==> config.mk <==
export PLATFORM = sky130hd
export DESIGN_NAME = ctf_core
export DESIGN_NICKNAME = d
export VERILOG_FILES = /design/src/rtl/ctf_pkg.sv /design/src/rtl/ctf_core.sv
export SDC_FILE = /design/constraint.sdc
export NUM_CORES = 2
export LEC_CHECK = 0
export ABC_AREA = 1
export BUFFER_PORTS_ARGS = -buffer_cell sky130_fd_sc_hd__buf_4
export CORE_MARGIN = 10
export CORE_UTILIZATION = 55
export DETAILED_ROUTE_END_ITERATION = 10
export MAX_ROUTING_LAYER = met4
export PLACE_DENSITY = 0.77
export SYNTH_ARGS = -nofsm -noshare
export SYNTH_HDL_FRONTEND = slang
export SYNTH_SLANG_ARGS = --single-unit
==> constraint.sdc <==
create_clock -name clk -period 8.55 [get_ports clk]
set_input_delay 0.855 -clock clk [delete_from_list [all_inputs] [get_ports clk]]
set_output_delay 0.855 -clock clk [all_outputs]
set_load 0.05 [all_outputs]
==> src/rtl/ctf_pkg.sv <==
package ctf_pkg;

    // ==========================================================
    // register map (byte offsets, 8-bit data)
    // ==========================================================
    localparam int unsigned ADDR_W      = 8;
    localparam logic [7:0]  A_CTRL0     = 8'h00;
    localparam logic [7:0]  A_CTRL1     = 8'h01;
    localparam logic [7:0]  A_BT0       = 8'h02;
    localparam logic [7:0]  A_BT1       = 8'h03;
    localparam logic [7:0]  A_RXFLG     = 8'h04;
    localparam logic [7:0]  A_RXIEN     = 8'h05;
    localparam logic [7:0]  A_TXFLG     = 8'h06;
    localparam logic [7:0]  A_TXCTL     = 8'h07;
    localparam logic [7:0]  A_ACC       = 8'h08;
    localparam logic [7:0]  A_RXERR     = 8'h09;
    localparam logic [7:0]  A_TXERR     = 8'h0A;
    localparam logic [7:0]  A_PAT_BASE  = 8'h10;
    localparam logic [7:0]  A_MASK_BASE = 8'h18;
    localparam logic [7:0]  A_RX_FOREGROUND_BUFFER_BASE = 8'h20;
    localparam logic [7:0]  A_TXB_BASE  = 8'h40;

    // ==========================================================
    // message layout
    // ==========================================================
    localparam int unsigned FRAME_BYTES = 13;
    localparam logic [3:0]  LOCAL_PRIORITY_IDX    = 4'hD;
    localparam int unsigned NUM_TXB     = 3;

    // ==========================================================
    // field positions
    // ==========================================================
    localparam int unsigned SOFTRST_BIT = 0;
    localparam int unsigned SLPRQ_BIT   = 1;
    localparam int unsigned SLPAK_BIT   = 2;
    localparam int unsigned RXF_BIT     = 0;
    localparam int unsigned OVR_BIT     = 1;
    localparam int unsigned BOFF_BIT    = 2;
    localparam int unsigned TERR_BIT    = 3;
    localparam int unsigned RERR_BIT    = 4;
    localparam int unsigned TWRN_BIT    = 5;
    localparam int unsigned RWRN_BIT    = 6;
    localparam int unsigned WUP_BIT     = 7;
    localparam int unsigned ABAK_LSB    = 4;
    localparam int unsigned MODE_LSB    = 4;

    // ==========================================================
    // reset values and limits
    // ==========================================================
    localparam logic [7:0]  CTRL0_RST     = 8'h01;
    localparam logic [8:0]  WARN_LIMIT    = 9'h060;
    localparam logic [8:0]  PASSIVE_LIMIT = 9'h07F;
    localparam logic [8:0]  BUS_OFF_STATE_LIMIT  = 9'h0FF;

    // filter modes
    localparam logic [1:0]  MODE_WIDE   = 2'h0;
    localparam logic [1:0]  MODE_16     = 2'h1;
    localparam logic [1:0]  MODE_8      = 2'h2;
    localparam logic [1:0]  MODE_CLOSED = 2'h3;

    // ==========================================================
    // carriers
    // ==========================================================
    // byte 0..3 identifier registers, 4..11 data, 12 length
    typedef struct packed {
        logic [FRAME_BYTES-1:0][7:0] b;
    } ctf_frame_t;

    typedef struct packed {
        logic       valid;
        ctf_frame_t frame;
    } ctf_rx_t;

    typedef struct packed {
        logic [1:0] sel;
        ctf_frame_t frame;
    } ctf_tx_t;

endpackage

==> src/rtl/ctf_core.sv <==
// Local design decisions: strobed register access and the placing of the registers.
`timescale 1ns/10ps
// Functional notes
// three tx buffers, 13 bytes, 8-bit priority
// host loads buffer then clears empty flag
// sent buffer sets empty flag, tx interrupt
// arbitration picks lowest priority value
// abort grants ack, empty, interrupt
// ack reads one only when aborted
// wide mode: two full 32-bit filters
// 16-bit mode: four half filters
// 8-bit mode: eight byte filters
// closed mode never accepts anything
// pattern registers, mask makes don't care
// accept sets full flag, lowest hit index
// eleven sources on four vectors
// receive interrupt right after end of frame
// bus activity in sleep sets wakeup flag
// warning flags at error count 96
// passive flags above 127
// bus-off flag above 255
// write-one clears, blocked while condition persists
// error counters read only
// config registers writable only in soft reset
// transmit pin recessive in low power
// copy background to foreground when flag clear
// both buffers full: discard, set overrun
// mask bit one means don't care
module ctf_core (
    input  wire logic                       clk,          // 100 MHz module clock
    input  wire logic                       reset,        // async, active high
    input  wire logic [ctf_pkg::ADDR_W-1:0] addr,         // register address
    input  wire logic [7:0]                 wdata,        // write data
    input  wire logic                       wr,           // write strobe
    input  wire logic                       rd,           // read strobe
    output logic      [7:0]                 rdata,        // read data, cycle after rd
    input  wire logic                       core_arb,     // engine arbitrates now
    input  wire logic                       core_tx_busy, // selected buffer on the bus
    input  wire logic                       core_tx_done, // selected buffer sent ok
    output logic                            tx_pending,   // some buffer scheduled
    output ctf_pkg::ctf_tx_t                tx_out,       // chosen buffer and frame
    input  wire ctf_pkg::ctf_rx_t           core_rx,      // frame at end of frame
    input  wire logic                       core_rx_busy, // engine is receiving
    input  wire logic                       core_tx_bit,  // engine transmit level
    input  wire logic                       bus_rx_pin,   // bus receive pin
    output logic                            bus_tx_pin,   // bus transmit pin
    input  wire logic [7:0]                 rx_err_cnt,   // receive error count
    input  wire logic [8:0]                 tx_err_cnt,   // transmit error count
    input  wire logic                       power_down,   // clocks about to stop
    output logic                            core_run,     // engine may run
    output logic      [15:0]                bit_timing,   // timing for the engine
    output logic      [7:0]                 module_ctrl1, // second control register
    output logic                            irq_wakeup,   // wake-up vector
    output logic                            irq_error,    // error vector
    output logic                            irq_rx,       // receive vector
    output logic                            irq_tx        // transmit vector
);
    import ctf_pkg::*;

    // ==========================================================
    // helpers
    // ==========================================================
    // masked byte compare, mask bit set means don't care
    function automatic logic byte_match(input logic [7:0] id, input logic [7:0] pat,
                                        input logic [7:0] msk);
        byte_match = ((id ^ pat) & ~msk) == 8'h00;
    endfunction

    // ==========================================================
    // state
    // ==========================================================
    logic [7:0] module_control_reg0;
    logic [7:0] bit_timing_reg0, bit_timing_reg1;
    logic [7:0] rx_flag_reg;
    logic [7:0] rx_int_enable_reg;
    logic [2:0] tx_buffer_empty_flag;
    logic [2:0] abort_acknowledge;
    logic [2:0] abort_request;
    logic [2:0] tx_empty_int_enable;
    logic [1:0] filter_mode;
    logic [2:0] filter_hit_index;
    logic [7:0] accept_pattern_regs [8], accept_mask_regs [8];
    logic [7:0] tx_mem [NUM_TXB][FRAME_BYTES+1];
    ctf_frame_t rx_background_buffer, rx_foreground_buffer;
    logic       bg_full;
    logic [2:0] bg_hit;
    logic       rx_meta, rx_sync;

    // ==========================================================
    // decode
    // ==========================================================
    wire soft_reset_bit = module_control_reg0[SOFTRST_BIT];
    wire sleep_ack      = module_control_reg0[SLPAK_BIT];
    wire sleep_req      = module_control_reg0[SLPRQ_BIT];
    wire low_power      = sleep_ack | soft_reset_bit | power_down;
    wire wr_ctrl0       = wr && addr == A_CTRL0;
    wire wr_cfg         = wr && soft_reset_bit;
    wire wr_rxflg       = wr && addr == A_RXFLG;
    wire wr_txflg       = wr && addr == A_TXFLG;
    wire wr_txctl       = wr && addr == A_TXCTL;
    wire wr_filt        = wr_cfg && addr[7:4] == A_PAT_BASE[7:4];
    wire wr_txb         = wr && addr[7:6] == A_TXB_BASE[7:6] && addr[5:4] != 2'h3
                          && addr[3:0] <= LOCAL_PRIORITY_IDX;
    wire [1:0] txb_sel  = addr[5:4];

    // ==========================================================
    // acceptance filter
    // ==========================================================
    logic [7:0]      hit;
    wire  [3:0][7:0] eq_id; // identifier byte, then slot
    // per-slot compares against each identifier byte
    genvar g, k;
    generate
        for (g = 0; g < 8; g++) begin : g_cmp
            for (k = 0; k < 4; k++) begin : g_byte
                assign eq_id[k][g] = byte_match(core_rx.frame.b[k], accept_pattern_regs[g], accept_mask_regs[g]);
            end
        end
    endgenerate
    // hits per mode, slot order follows bank then byte
    always_comb begin
        hit = 8'h00;
        case (filter_mode)
            MODE_WIDE: begin
                hit[0] = eq_id[0][0] & eq_id[1][1] & eq_id[2][2] & eq_id[3][3];
                hit[1] = eq_id[0][4] & eq_id[1][5] & eq_id[2][6] & eq_id[3][7];
            end
            MODE_16: begin
                hit[0] = eq_id[0][0] & eq_id[1][1];
                hit[1] = eq_id[0][2] & eq_id[1][3];
                hit[2] = eq_id[0][4] & eq_id[1][5];
                hit[3] = eq_id[0][6] & eq_id[1][7];
            end
            MODE_8:  hit = eq_id[0];
            default: hit = 8'h00;
        endcase
    end
    // lowest-numbered filter wins
    logic [2:0] hit_idx;
    always_comb begin
        hit_idx = 3'h0;
        for (int i = 7; i >= 0; i--) begin
            if (hit[i]) begin
                hit_idx = 3'(i);
            end
        end
    end
    wire accepted   = core_rx.valid && |hit;
    wire overrun    = accepted && bg_full && rx_flag_reg[RXF_BIT];
    wire bg_store   = accepted && !overrun;
    // copy is held off while asleep, done once awake
    wire do_copy    = bg_full && !rx_flag_reg[RXF_BIT] && !sleep_ack;

    // ==========================================================
    // receive buffers
    // ==========================================================
    always_ff @(posedge clk or posedge reset) begin
        if (reset) begin
            bg_full <= 1'b0;
            bg_hit  <= 3'h0;
        end else begin
            bg_full <= bg_store | (bg_full & ~do_copy);
            if (bg_store) begin
                bg_hit <= hit_idx;
            end
        end
    end
    always_ff @(posedge clk) begin
        if (bg_store) begin
            rx_background_buffer <= core_rx.frame;
        end
        if (do_copy) begin
            rx_foreground_buffer <= rx_background_buffer;
        end
    end

    // ==========================================================
    // receive/error flags
    // ==========================================================
    // hardware set beats a same-cycle write-one clear
    logic [7:0] flag_set;
    wire        wake_seen = sleep_ack && !rx_sync;
    always_comb begin
        flag_set           = 8'h00;
        flag_set[RXF_BIT]  = do_copy;
        flag_set[OVR_BIT]  = overrun;
        flag_set[BOFF_BIT] = tx_err_cnt > BUS_OFF_STATE_LIMIT;
        flag_set[TERR_BIT] = tx_err_cnt > PASSIVE_LIMIT;
        flag_set[RERR_BIT] = {1'b0, rx_err_cnt} > PASSIVE_LIMIT;
        flag_set[TWRN_BIT] = tx_err_cnt >= WARN_LIMIT;
        flag_set[RWRN_BIT] = {1'b0, rx_err_cnt} >= WARN_LIMIT;
        flag_set[WUP_BIT]  = wake_seen;
    end
    // level sources re-set every cycle, so a clear cannot stick
    wire [7:0] flag_clr  = wr_rxflg ? wdata : 8'h00;
    wire [7:0] next_flag = flag_set | (rx_flag_reg & ~flag_clr);

    always_ff @(posedge clk or posedge reset) begin
        if (reset) begin
            rx_flag_reg      <= 8'h00;
            filter_hit_index <= 3'h0;
        end else begin
            rx_flag_reg <= next_flag;
            if (do_copy) begin
                filter_hit_index <= bg_hit;
            end
        end
    end

    // ==========================================================
    // control and configuration
    // ==========================================================
    // sleep request cannot be withdrawn before the ack
    wire slp_clr_ok = !wdata[SLPRQ_BIT] && sleep_ack;
    wire next_slprq = wake_seen ? 1'b0 :
                      wr_ctrl0 ? (wdata[SLPRQ_BIT] | (sleep_req & ~slp_clr_ok)) : sleep_req;
    // sleep entered once all buffers empty and receiver idle
    wire next_slpak = next_slprq && !soft_reset_bit && !wake_seen
                      && (sleep_ack || (&tx_buffer_empty_flag && !core_rx_busy));
    wire next_srst  = wr_ctrl0 ? wdata[SOFTRST_BIT] : soft_reset_bit;

    always_ff @(posedge clk or posedge reset) begin
        if (reset) begin
            module_control_reg0 <= CTRL0_RST;
        end else begin
            module_control_reg0 <= {5'h00, next_slpak, next_slprq, next_srst};
        end
    end
    // locked configuration registers
    always_ff @(posedge clk or posedge reset) begin
        if (reset) begin
            module_ctrl1    <= 8'h00;
            bit_timing_reg0 <= 8'h00;
            bit_timing_reg1 <= 8'h00;
            filter_mode     <= MODE_WIDE;
        end else if (wr_cfg) begin
            if (addr == A_CTRL1) module_ctrl1 <= wdata;
            if (addr == A_BT0) bit_timing_reg0 <= wdata;
            if (addr == A_BT1) bit_timing_reg1 <= wdata;
            if (addr == A_ACC) filter_mode <= wdata[MODE_LSB+1:MODE_LSB];
        end
    end
    always_ff @(posedge clk or posedge reset) begin
        if (reset) begin
            for (int i = 0; i < 8; i++) begin
                accept_pattern_regs[i] <= 8'h00;
                accept_mask_regs[i]    <= 8'h00;
            end
        end else if (wr_filt) begin
            if (addr[3]) begin
                accept_mask_regs[addr[2:0]] <= wdata;
            end else begin
                accept_pattern_regs[addr[2:0]] <= wdata;
            end
        end
    end
    always_ff @(posedge clk or posedge reset) begin
        if (reset) begin
            rx_int_enable_reg   <= 8'h00;
            tx_empty_int_enable <= 3'h0;
        end else begin
            if (wr && addr == A_RXIEN) rx_int_enable_reg <= wdata;
            if (wr_txctl) tx_empty_int_enable <= wdata[2:0];
        end
    end

    // ==========================================================
    // transmit buffers
    // ==========================================================
    always_ff @(posedge clk) begin
        if (wr_txb) begin
            tx_mem[txb_sel][addr[3:0]] <= wdata;
        end
    end
    // lowest priority value wins, ties go to lower index
    logic [1:0] best_sel;
    logic       best_ok;
    always_comb begin
        best_sel = 2'h0;
        best_ok  = 1'b0;
        for (int i = 0; i < NUM_TXB; i++) begin
            if (!tx_buffer_empty_flag[i] &&
                (!best_ok || tx_mem[i][LOCAL_PRIORITY_IDX] < tx_mem[best_sel][LOCAL_PRIORITY_IDX])) begin
                best_sel = 2'(i);
                best_ok  = 1'b1;
            end
        end
    end
    // chosen at every arbitration, also after an error
    always_ff @(posedge clk or posedge reset) begin
        if (reset) begin
            tx_out <= '0;
        end else if (core_arb && best_ok) begin
            tx_out.sel <= best_sel;
            for (int j = 0; j < FRAME_BYTES; j++) begin
                tx_out.frame.b[j] <= tx_mem[best_sel][j];
            end
        end
    end
    // per-buffer empty, abort request and acknowledge
    generate
        for (g = 0; g < NUM_TXB; g++) begin : g_txb
            wire on_bus   = core_tx_busy && tx_out.sel == 2'(g);
            wire sent     = core_tx_done && tx_out.sel == 2'(g) && !tx_buffer_empty_flag[g];
            // a frame on the bus cannot be pulled back
            wire aborted  = abort_request[g] && !tx_buffer_empty_flag[g] && !on_bus
                            && !sleep_ack && !sent;
            wire schedule = wr_txflg && wdata[g] && tx_buffer_empty_flag[g];
            always_ff @(posedge clk or posedge reset) begin
                if (reset) begin
                    tx_buffer_empty_flag[g] <= 1'b1;
                    abort_acknowledge[g]    <= 1'b0;
                    abort_request[g]        <= 1'b0;
                end else begin
                    if (sent || aborted) begin
                        tx_buffer_empty_flag[g] <= 1'b1;
                    end else if (schedule) begin
                        tx_buffer_empty_flag[g] <= 1'b0;
                    end
                    if (aborted) begin
                        abort_acknowledge[g] <= 1'b1;
                    end else if (schedule || sent) begin
                        abort_acknowledge[g] <= 1'b0;
                    end
                    if (sent || aborted) begin
                        abort_request[g] <= 1'b0;
                    end else if (wr_txctl && wdata[ABAK_LSB+g]) begin
                        abort_request[g] <= 1'b1;
                    end
                end
            end
        end
    endgenerate

    // ==========================================================
    // pin and engine control
    // ==========================================================
    // two-stage sync of the receive pin
    always_ff @(posedge clk or posedge reset) begin
        if (reset) begin
            rx_meta <= 1'b1;
            rx_sync <= 1'b1;
        end else begin
            rx_meta <= bus_rx_pin;
            rx_sync <= rx_meta;
        end
    end

    assign bus_tx_pin = low_power ? 1'b1 : core_tx_bit;
    assign core_run   = !low_power;
    assign bit_timing = {bit_timing_reg1, bit_timing_reg0};
    assign tx_pending = |(~tx_buffer_empty_flag);

    // ==========================================================
    // interrupt vectors
    // ==========================================================
    assign irq_wakeup = rx_flag_reg[WUP_BIT] & rx_int_enable_reg[WUP_BIT];
    assign irq_error  = |(rx_flag_reg[RWRN_BIT:OVR_BIT] & rx_int_enable_reg[RWRN_BIT:OVR_BIT]);
    assign irq_rx     = rx_flag_reg[RXF_BIT] & rx_int_enable_reg[RXF_BIT];
    assign irq_tx     = |(tx_buffer_empty_flag & tx_empty_int_enable);

    // ==========================================================
    // read path
    // ==========================================================
    logic [7:0] rd_value;
    always_comb begin
        rd_value = 8'h00;
        if (addr[7:6] == A_TXB_BASE[7:6] && addr[5:4] != 2'h3 && addr[3:0] <= LOCAL_PRIORITY_IDX) begin
            rd_value = tx_mem[txb_sel][addr[3:0]];
        end else if (addr[7:4] == A_RX_FOREGROUND_BUFFER_BASE[7:4] && addr[3:0] < 4'(FRAME_BYTES)) begin
            rd_value = rx_foreground_buffer.b[addr[3:0]];
        end else if (addr[7:4] == A_PAT_BASE[7:4]) begin
            rd_value = addr[3] ? accept_mask_regs[addr[2:0]] : accept_pattern_regs[addr[2:0]];
        end else begin
            case (addr)
                A_CTRL0: rd_value = module_control_reg0;
                A_CTRL1: rd_value = module_ctrl1;
                A_BT0:   rd_value = bit_timing_reg0;
                A_BT1:   rd_value = bit_timing_reg1;
                A_RXFLG: rd_value = rx_flag_reg;
                A_RXIEN: rd_value = rx_int_enable_reg;
                A_TXFLG: rd_value = {1'b0, abort_acknowledge, 1'b0, tx_buffer_empty_flag};
                A_TXCTL: rd_value = {1'b0, abort_request, 1'b0, tx_empty_int_enable};
                A_ACC:   rd_value = {2'h0, filter_mode, 1'b0, filter_hit_index};
                A_RXERR: rd_value = rx_err_cnt;
                A_TXERR: rd_value = tx_err_cnt[7:0];
                default: rd_value = 8'h00;
            endcase
        end
    end

    // data valid only in the cycle after the read strobe
    always_ff @(posedge clk or posedge reset) begin
        if (reset) begin
            rdata <= 8'h00;
        end else begin
            rdata <= rd ? rd_value : 8'h00;
        end
    end

endmodule

# Yosys cells after proc, flatten, opt, wreduce, memory -nomap -nowiden
# Memory sizes are Yosys's and may differ from the RTL's. A register that Yosys moved wholly into a read port is not among the register bits.
# Cells that the tools add are included.
[classes] n_bitwise=67 muxes=63 n_lt_le_gt_ge=14 eq_ne=18 reduce_logical=127
[ops] cell="bitwise AND 8 bit" count=17
[ops] cell="logical NOT 8 bit" count=17
[ops] cell="bitwise mux 64 bit" count=2
[ops] cell="bitwise XOR 8 bit" count=16
[ops] cell="2-to-1 mux 8 bit" count=15
[ops] cell="2-to-1 mux 112 bit" count=1
[ops] cell="case mux 8 bit (11 select lines)" count=1
[ops] cell="NOT 8 bit" count=9
[ops] cell="binary-select mux 8 bit (select 4 bit)" count=2
[ops] cell="logical AND 1 bit" count=60
[ops] cell="binary-select mux 8 bit (select 3 bit)" count=2
[ops] cell="demux 8 bit (select 4 bit)" count=1
[ops] cell="equality test 8 x 3 -> 1 bit, second input constant" count=4
[ops] cell="2-to-1 mux 1 bit" count=26
[ops] cell="demux 8 bit (select 3 bit)" count=1
[ops] cell="equality test 8 x 4 -> 1 bit, second input constant" count=3
[ops] cell="2-to-1 mux 3 bit" count=8
[ops] cell="logical NOT 1 bit" count=19
[ops] cell="nonzero test 2 bit" count=9
[ops] cell="equality test 8 x 2 -> 1 bit, second input constant" count=2
[ops] cell="< comparator 8 bit" count=2
[ops] cell="bitwise AND 1 bit" count=12
[ops] cell="AND reduction 2 bit" count=6
[ops] cell=">= comparator 9 x 7 -> 1 bit, second input constant" count=1
[ops] cell="other kinds (35)" count=53
[totals] memories=1 regBits=412 in_bits=149 ram_bits=336
[mem_list] name="tx_mem" depth=3 word_bits=112 rd=6 rd_clocked_by_memory_dff=1 write_ports=1 line_no="ctf_core.sv:83" text="logic [7:0] tx_mem [NUM_TXB][FRAME_BYTES+1];"

# Logic depth before layout (Yosys ltp)
[depth] depth_word=14 ltp_mapped=27 ltp_nobuf=24

# Worst setup path before layout
# OpenSTA, ideal clock, no wires.
[synth_path] path_type="register -> register" from="register rx_flag_reg[0]" to="register filter_hit_index[0]" t_arrival_ps=8599 slack_ps=-176 stages_incl_launch_ff=5 period_less_slack_ps=8726 path_cell_list="dfrtp_1 > nor3_1 > inv_1 > nand2_1 > nand2_1"
[synth_between] elab_chain_cells=3
[synth_rtl] element="from (decl)" line_no="ctf_core.sv:74" text="logic [7:0] rx_flag_reg;"
[synth_rtl] element="from (signal assigned)" line_no="ctf_core.sv:203" text="rx_flag_reg <= next_flag;"
[synth_rtl] element="logical NOT 1 bit" line_no="ctf_core.sv:152" text="wire do_copy = bg_full && !rx_flag_reg[RXF_BIT] && !sleep_ack;"
[synth_rtl] element="logical AND 1 bit (2 in a row)" line_no="ctf_core.sv:152"
[synth_rtl] element="via do_copy" line_no="ctf_core.sv:152"
[synth_rtl] element="to (signal assigned)" line_no="ctf_core.sv:205" text="filter_hit_index <= bg_hit;"
[synth_rtl] element="to (decl)" line_no="ctf_core.sv:81" text="logic [2:0] filter_hit_index;"
# The timed path passes the listed nets, and every way through them passes these cells.
# A chain may end at the register's enable or synchronous reset.

==> summary.md <==
The flip-flop count of the largest register, all copies and words added was 448; the count of mapped cells out of synthesis was 3780. Pin placement for this block handled 294 I/O pins. The die is 295 um wide.

In this run the worst setup path begins at tx_mem[1][7]. The initial antenna violation count is 5, and the area of the mapped netlist is 0.0415 mm2. The tools report the max-slew violation count as 0. The first global-routing pass estimated 191000 um of wire.

The critical path data required time is 9.09 ns. Synthesis inferred 964 register bits. After synthesis, the share of flip-flops with an asynchronous set or reset is 32.0%.

The flow ran to the end, and the final reports show no timing, DRC or antenna violations. The number of design rule violations left after detail routing is 0. The y dimension of the die is 295 um. Setup repair after global routing left no endpoint under its margin.

The overall power consumption is 12.1 mW. The via count of the first global-routing pass was 30.7k; the area share of the largest cell type after synthesis was 47.5%. The power density over the cells is 253 mW/mm2. For this configuration, the core starts out at a cell density of 55.6%. The clock transition at the registers of the reported paths was 0.06 ns; the number of buffers created by CTS was 98.

For the pin with the worst max-slew slack, the measured transition is 1.34 ns. Setup violations remaining at the end of the flow were counted as 0. During synthesis, Yosys emitted a total of 0 warnings. The synthesized design contains 656 enable-type register cells. The internal portion of the total power is 8.43 mW. The total number of vias was 32.2k. CTS saw 964 sinks. Ranked by total cell area, the synthesized netlist is headed by sky130_fd_sc_hd__edfxtp_1 (48%), sky130_fd_sc_hd__dfrtp_1 (18%), sky130_fd_sc_hd__nand2_1 (6.6%), sky130_fd_sc_hd__o21ai_0 (5.4%), sky130_fd_sc_hd__o22ai_1 (3.8%). The first detailed-routing pass ran for 8 iterations. In this run the static leakage power is 19.7 nW. Yosys mapped the design onto 52 distinct sky130hd cell types. STA classifies the critical path endpoint as a flip-flop. The clock arrives with 0.0331 ns of skew. The startpoint identified for the worst register-to-register timing path is tx_mem[1][7].

The portion of total power attributed to combinational logic is 19.1%. The logs give 3 for the deepest clock path buffer count and 130000 um for the total wirelength of the detailed-routed design. The HPWL after detailed placement is 86100 um. For the power dissipated by switching net loads, the log shows 3.72 mW. The logs give 0.248 mV for the maximum resistive drop on vdd and 0 ns for the aggregate negative setup slack. The via count normalized by instance count came out at 6.23.

Entering global routing, the biggest net connects 169 pins. Relative slew slack: 10.6%. The worst hold slack across all endpoints is 0.218 ns.

The number of fill cells in the layout is 5688, and the count of buffers added by post-CTS timing repair for setup is 0. The tightest min-delay check is of the input port to asynchronous set/reset pin type. Across the run, the number of max-cap violations was 0. The clock network is responsible for 35.6% of the overall power. The final layout contains 4288 nets. In this run the core area contains 100 standard-cell rows.

TritonCTS built the clock tree. Net switching is 30.6% of the power. In this run the worst path has a maximum fanout of 81. Setup slack closes at 3.82 ns. The number of hold buffers added after CTS was 0.

The run gives 3.48 ns as the worst slack after detailed placement. The worst setup path is launched from a flip-flop. The logs give 1.00 for the last weighted congestion value of the routability-driven placer and 0.0868 mm2 for the floorplan die area. In the finished design, the share of the clock period the worst path needs comes to 55.3%.

The global route total overflow came out at 0. Port buffering added 293 buffers. The detail route stage leaves a number of antenna-violating nets equal to 0.

After synthesis, the mean cell area works out to 11.0 um2. Fraction of power consumed by sequential logic: 45.3%. After clock tree synthesis, the repair step resized 0 gates. Wire length per cell: 25.1 um. Area growth from synthesis to final layout: 16.0%. Summed over all instances, the cell type with the most area after synthesis is sky130_fd_sc_hd__edfxtp_1. The fraction of final layout cells with drive strength greater than 1 was 12.5%; the data arrival at the endpoint of the critical path was 5.27 ns. The tools report the number of DRC markers in iteration 0 as 4660.

Among all flip-flop cells after synthesis, the most frequent one is sky130_fd_sc_hd__edfxtp_1. The worst path needs 4.73 ns of the cycle, external delays included. The setup path with the least slack is of type flip-flop to flip-flop.

The final number of hold-violating endpoints was 0; the core region area was 0.0746 mm2. After synthesis, flip-flops and latches occupy 66.1% of the total area. For the highest attainable clock frequency, the log shows 0.211 GHz. The tree is rooted in a sky130_fd_sc_hd__clkbuf_16. In the global route stage, overall resource usage came out at 30.0%. For the worst-skew pair, the clock arrives at the later sink with an insertion delay of 0.67 ns.

For the H-tree depth, the log shows 3.
## metal layers
metal	share of wire (%)	vias to the layer above	track usage, %
met5	0	-	-
li1	-	14200	-
met3	12	381	6.96
met1	36	15400	37.6
met2	47	2275	46.5
met4	4.7	0	13.2
## cell families after synthesis
kind of cell               count (synthesis)  share of synthesized area [%]
DFF                                      964                           66.1
other                                      1                        0.00905
and+or+nand+nor                         1179                           11.8
AOI/OAI and AO/OA                        998                           13.9
muxes                                    102                           2.46
xor gates and xnor gates                  16                          0.338
buffers and inverters                    502                           4.78
adders and majority gates                 18                          0.543
## critical path: stages (launching register included)
cell and delay (ns):
sky130_fd_sc_hd__edfxtp_1 0.41, sky130_fd_sc_hd__ha_1 0.33, sky130_fd_sc_hd__a21oi_1 0.16, sky130_fd_sc_hd__o21a_1 0.13
sky130_fd_sc_hd__nand2_1 0.06, sky130_fd_sc_hd__nand2_1 0.17, sky130_fd_sc_hd__nand2_8 0.41, sky130_fd_sc_hd__o21ai_0 0.35
sky130_fd_sc_hd__ha_1 0.29, sky130_fd_sc_hd__a21oi_1 0.16, sky130_fd_sc_hd__nor2_1 0.05, sky130_fd_sc_hd__a211oi_1 0.16
sky130_fd_sc_hd__nand2_1 0.12, sky130_fd_sc_hd__nand2_4 0.29, sky130_fd_sc_hd__buf_4 0.85, sky130_fd_sc_hd__nand3_1 0.23
sky130_fd_sc_hd__nand3_1 0.25, sky130_fd_sc_hd__nand2_1 0.07
## synth_stat cells (all sizes together) (4+ instances only)
master   count
o22ai      250
a22oi       21
nand3      240
a221oi      13
inv        291
buf         78
a21oi      171
o211ai       7
dfrtp      302
o2111ai     20
o21ai      450
nor2       142
a211oi       6
o221ai      31
clkbuf     130
a2111oi      5
xnor2       15
nand4       47
mux2i      102
a32o         4
dfstp        6
nand2      728
a41oi        4
o21a         4
ha          18
edfxtp     656
nor3        18
## cell usage in the layout (no fill, tap or decap), drive strengths merged, types with 3 or more instances in the layout
cell type  instances
nor2             142
diode              5
o21ai            450
edfxtp           656
nand2            728
nor3              18
o211ai             7
inv              295
o221ai            31
o22ai            250
xnor2             15
dfstp              6
clkinv            38
a22oi             21
bufinv             9
nand4             47
dfrtp            302
mux2i            102
nand3            240
a211oi             6
a21oi            171
a22o               3
conb             112
clkbuf           129
a221oi            13
o21a               4
a41oi              4
o2111ai           20
ha                18
buf              338
clkinvlp           5
a2111oi            5
a32o               4
## metrics by stage
stage | util [%] | instances | cell area, um2
finish | 64.5 | 5177 | 48100
global route | 64.5 | 5177 | 48100
CTS | 64.5 | 5172 | 48100
floorplan | - | 3891 | 41900
global placement | 60.1 | 4990 | 44800
detailed placement | 60.1 | 4990 | 44800
## power groups by stage
stage               registers, mW  logic, mW  clock network, mW
floorplan                    6.47      0.573                  0
global placement             5.58       2.31                  0
detailed placement           5.59       2.33                  0
CTS                          5.50       2.33               4.34
global route                 5.54       2.45               4.54
finish                       5.50       2.32               4.33
## worst paths after layout
path / endpoint / slack, ns / depth (start not counted)
min in group clk: rx_meta / 0.30 / 1
max: tx_out[2] / 3.82 / 17
min reg2reg: rx_sync / 0.36 / 0
min: tx_out[40] / 0.22 / 2
max reg2reg: tx_out[2] / 3.82 / 17
max in group asynchronous: tx_out[82] / 6.26 / 4
## layout make-up
class / instances / area [um2] / share of cell area [%]
sequential: 964 / 27400 / 57.0
multi-input combinational: 2425 / 12600 / 26.1
clock buffer: 129 / 2680 / 5.58
timing repair buffer: 338 / 2550 / 5.30
tap: 969 / 1210 / 2.52
inverter: 294 / 1110 / 2.32
clock inverter: 53 / 552 / 1.15
antenna: 5 / 12.5 / 0.0260
No activity file was read; power rests on OpenSTA's default activity.
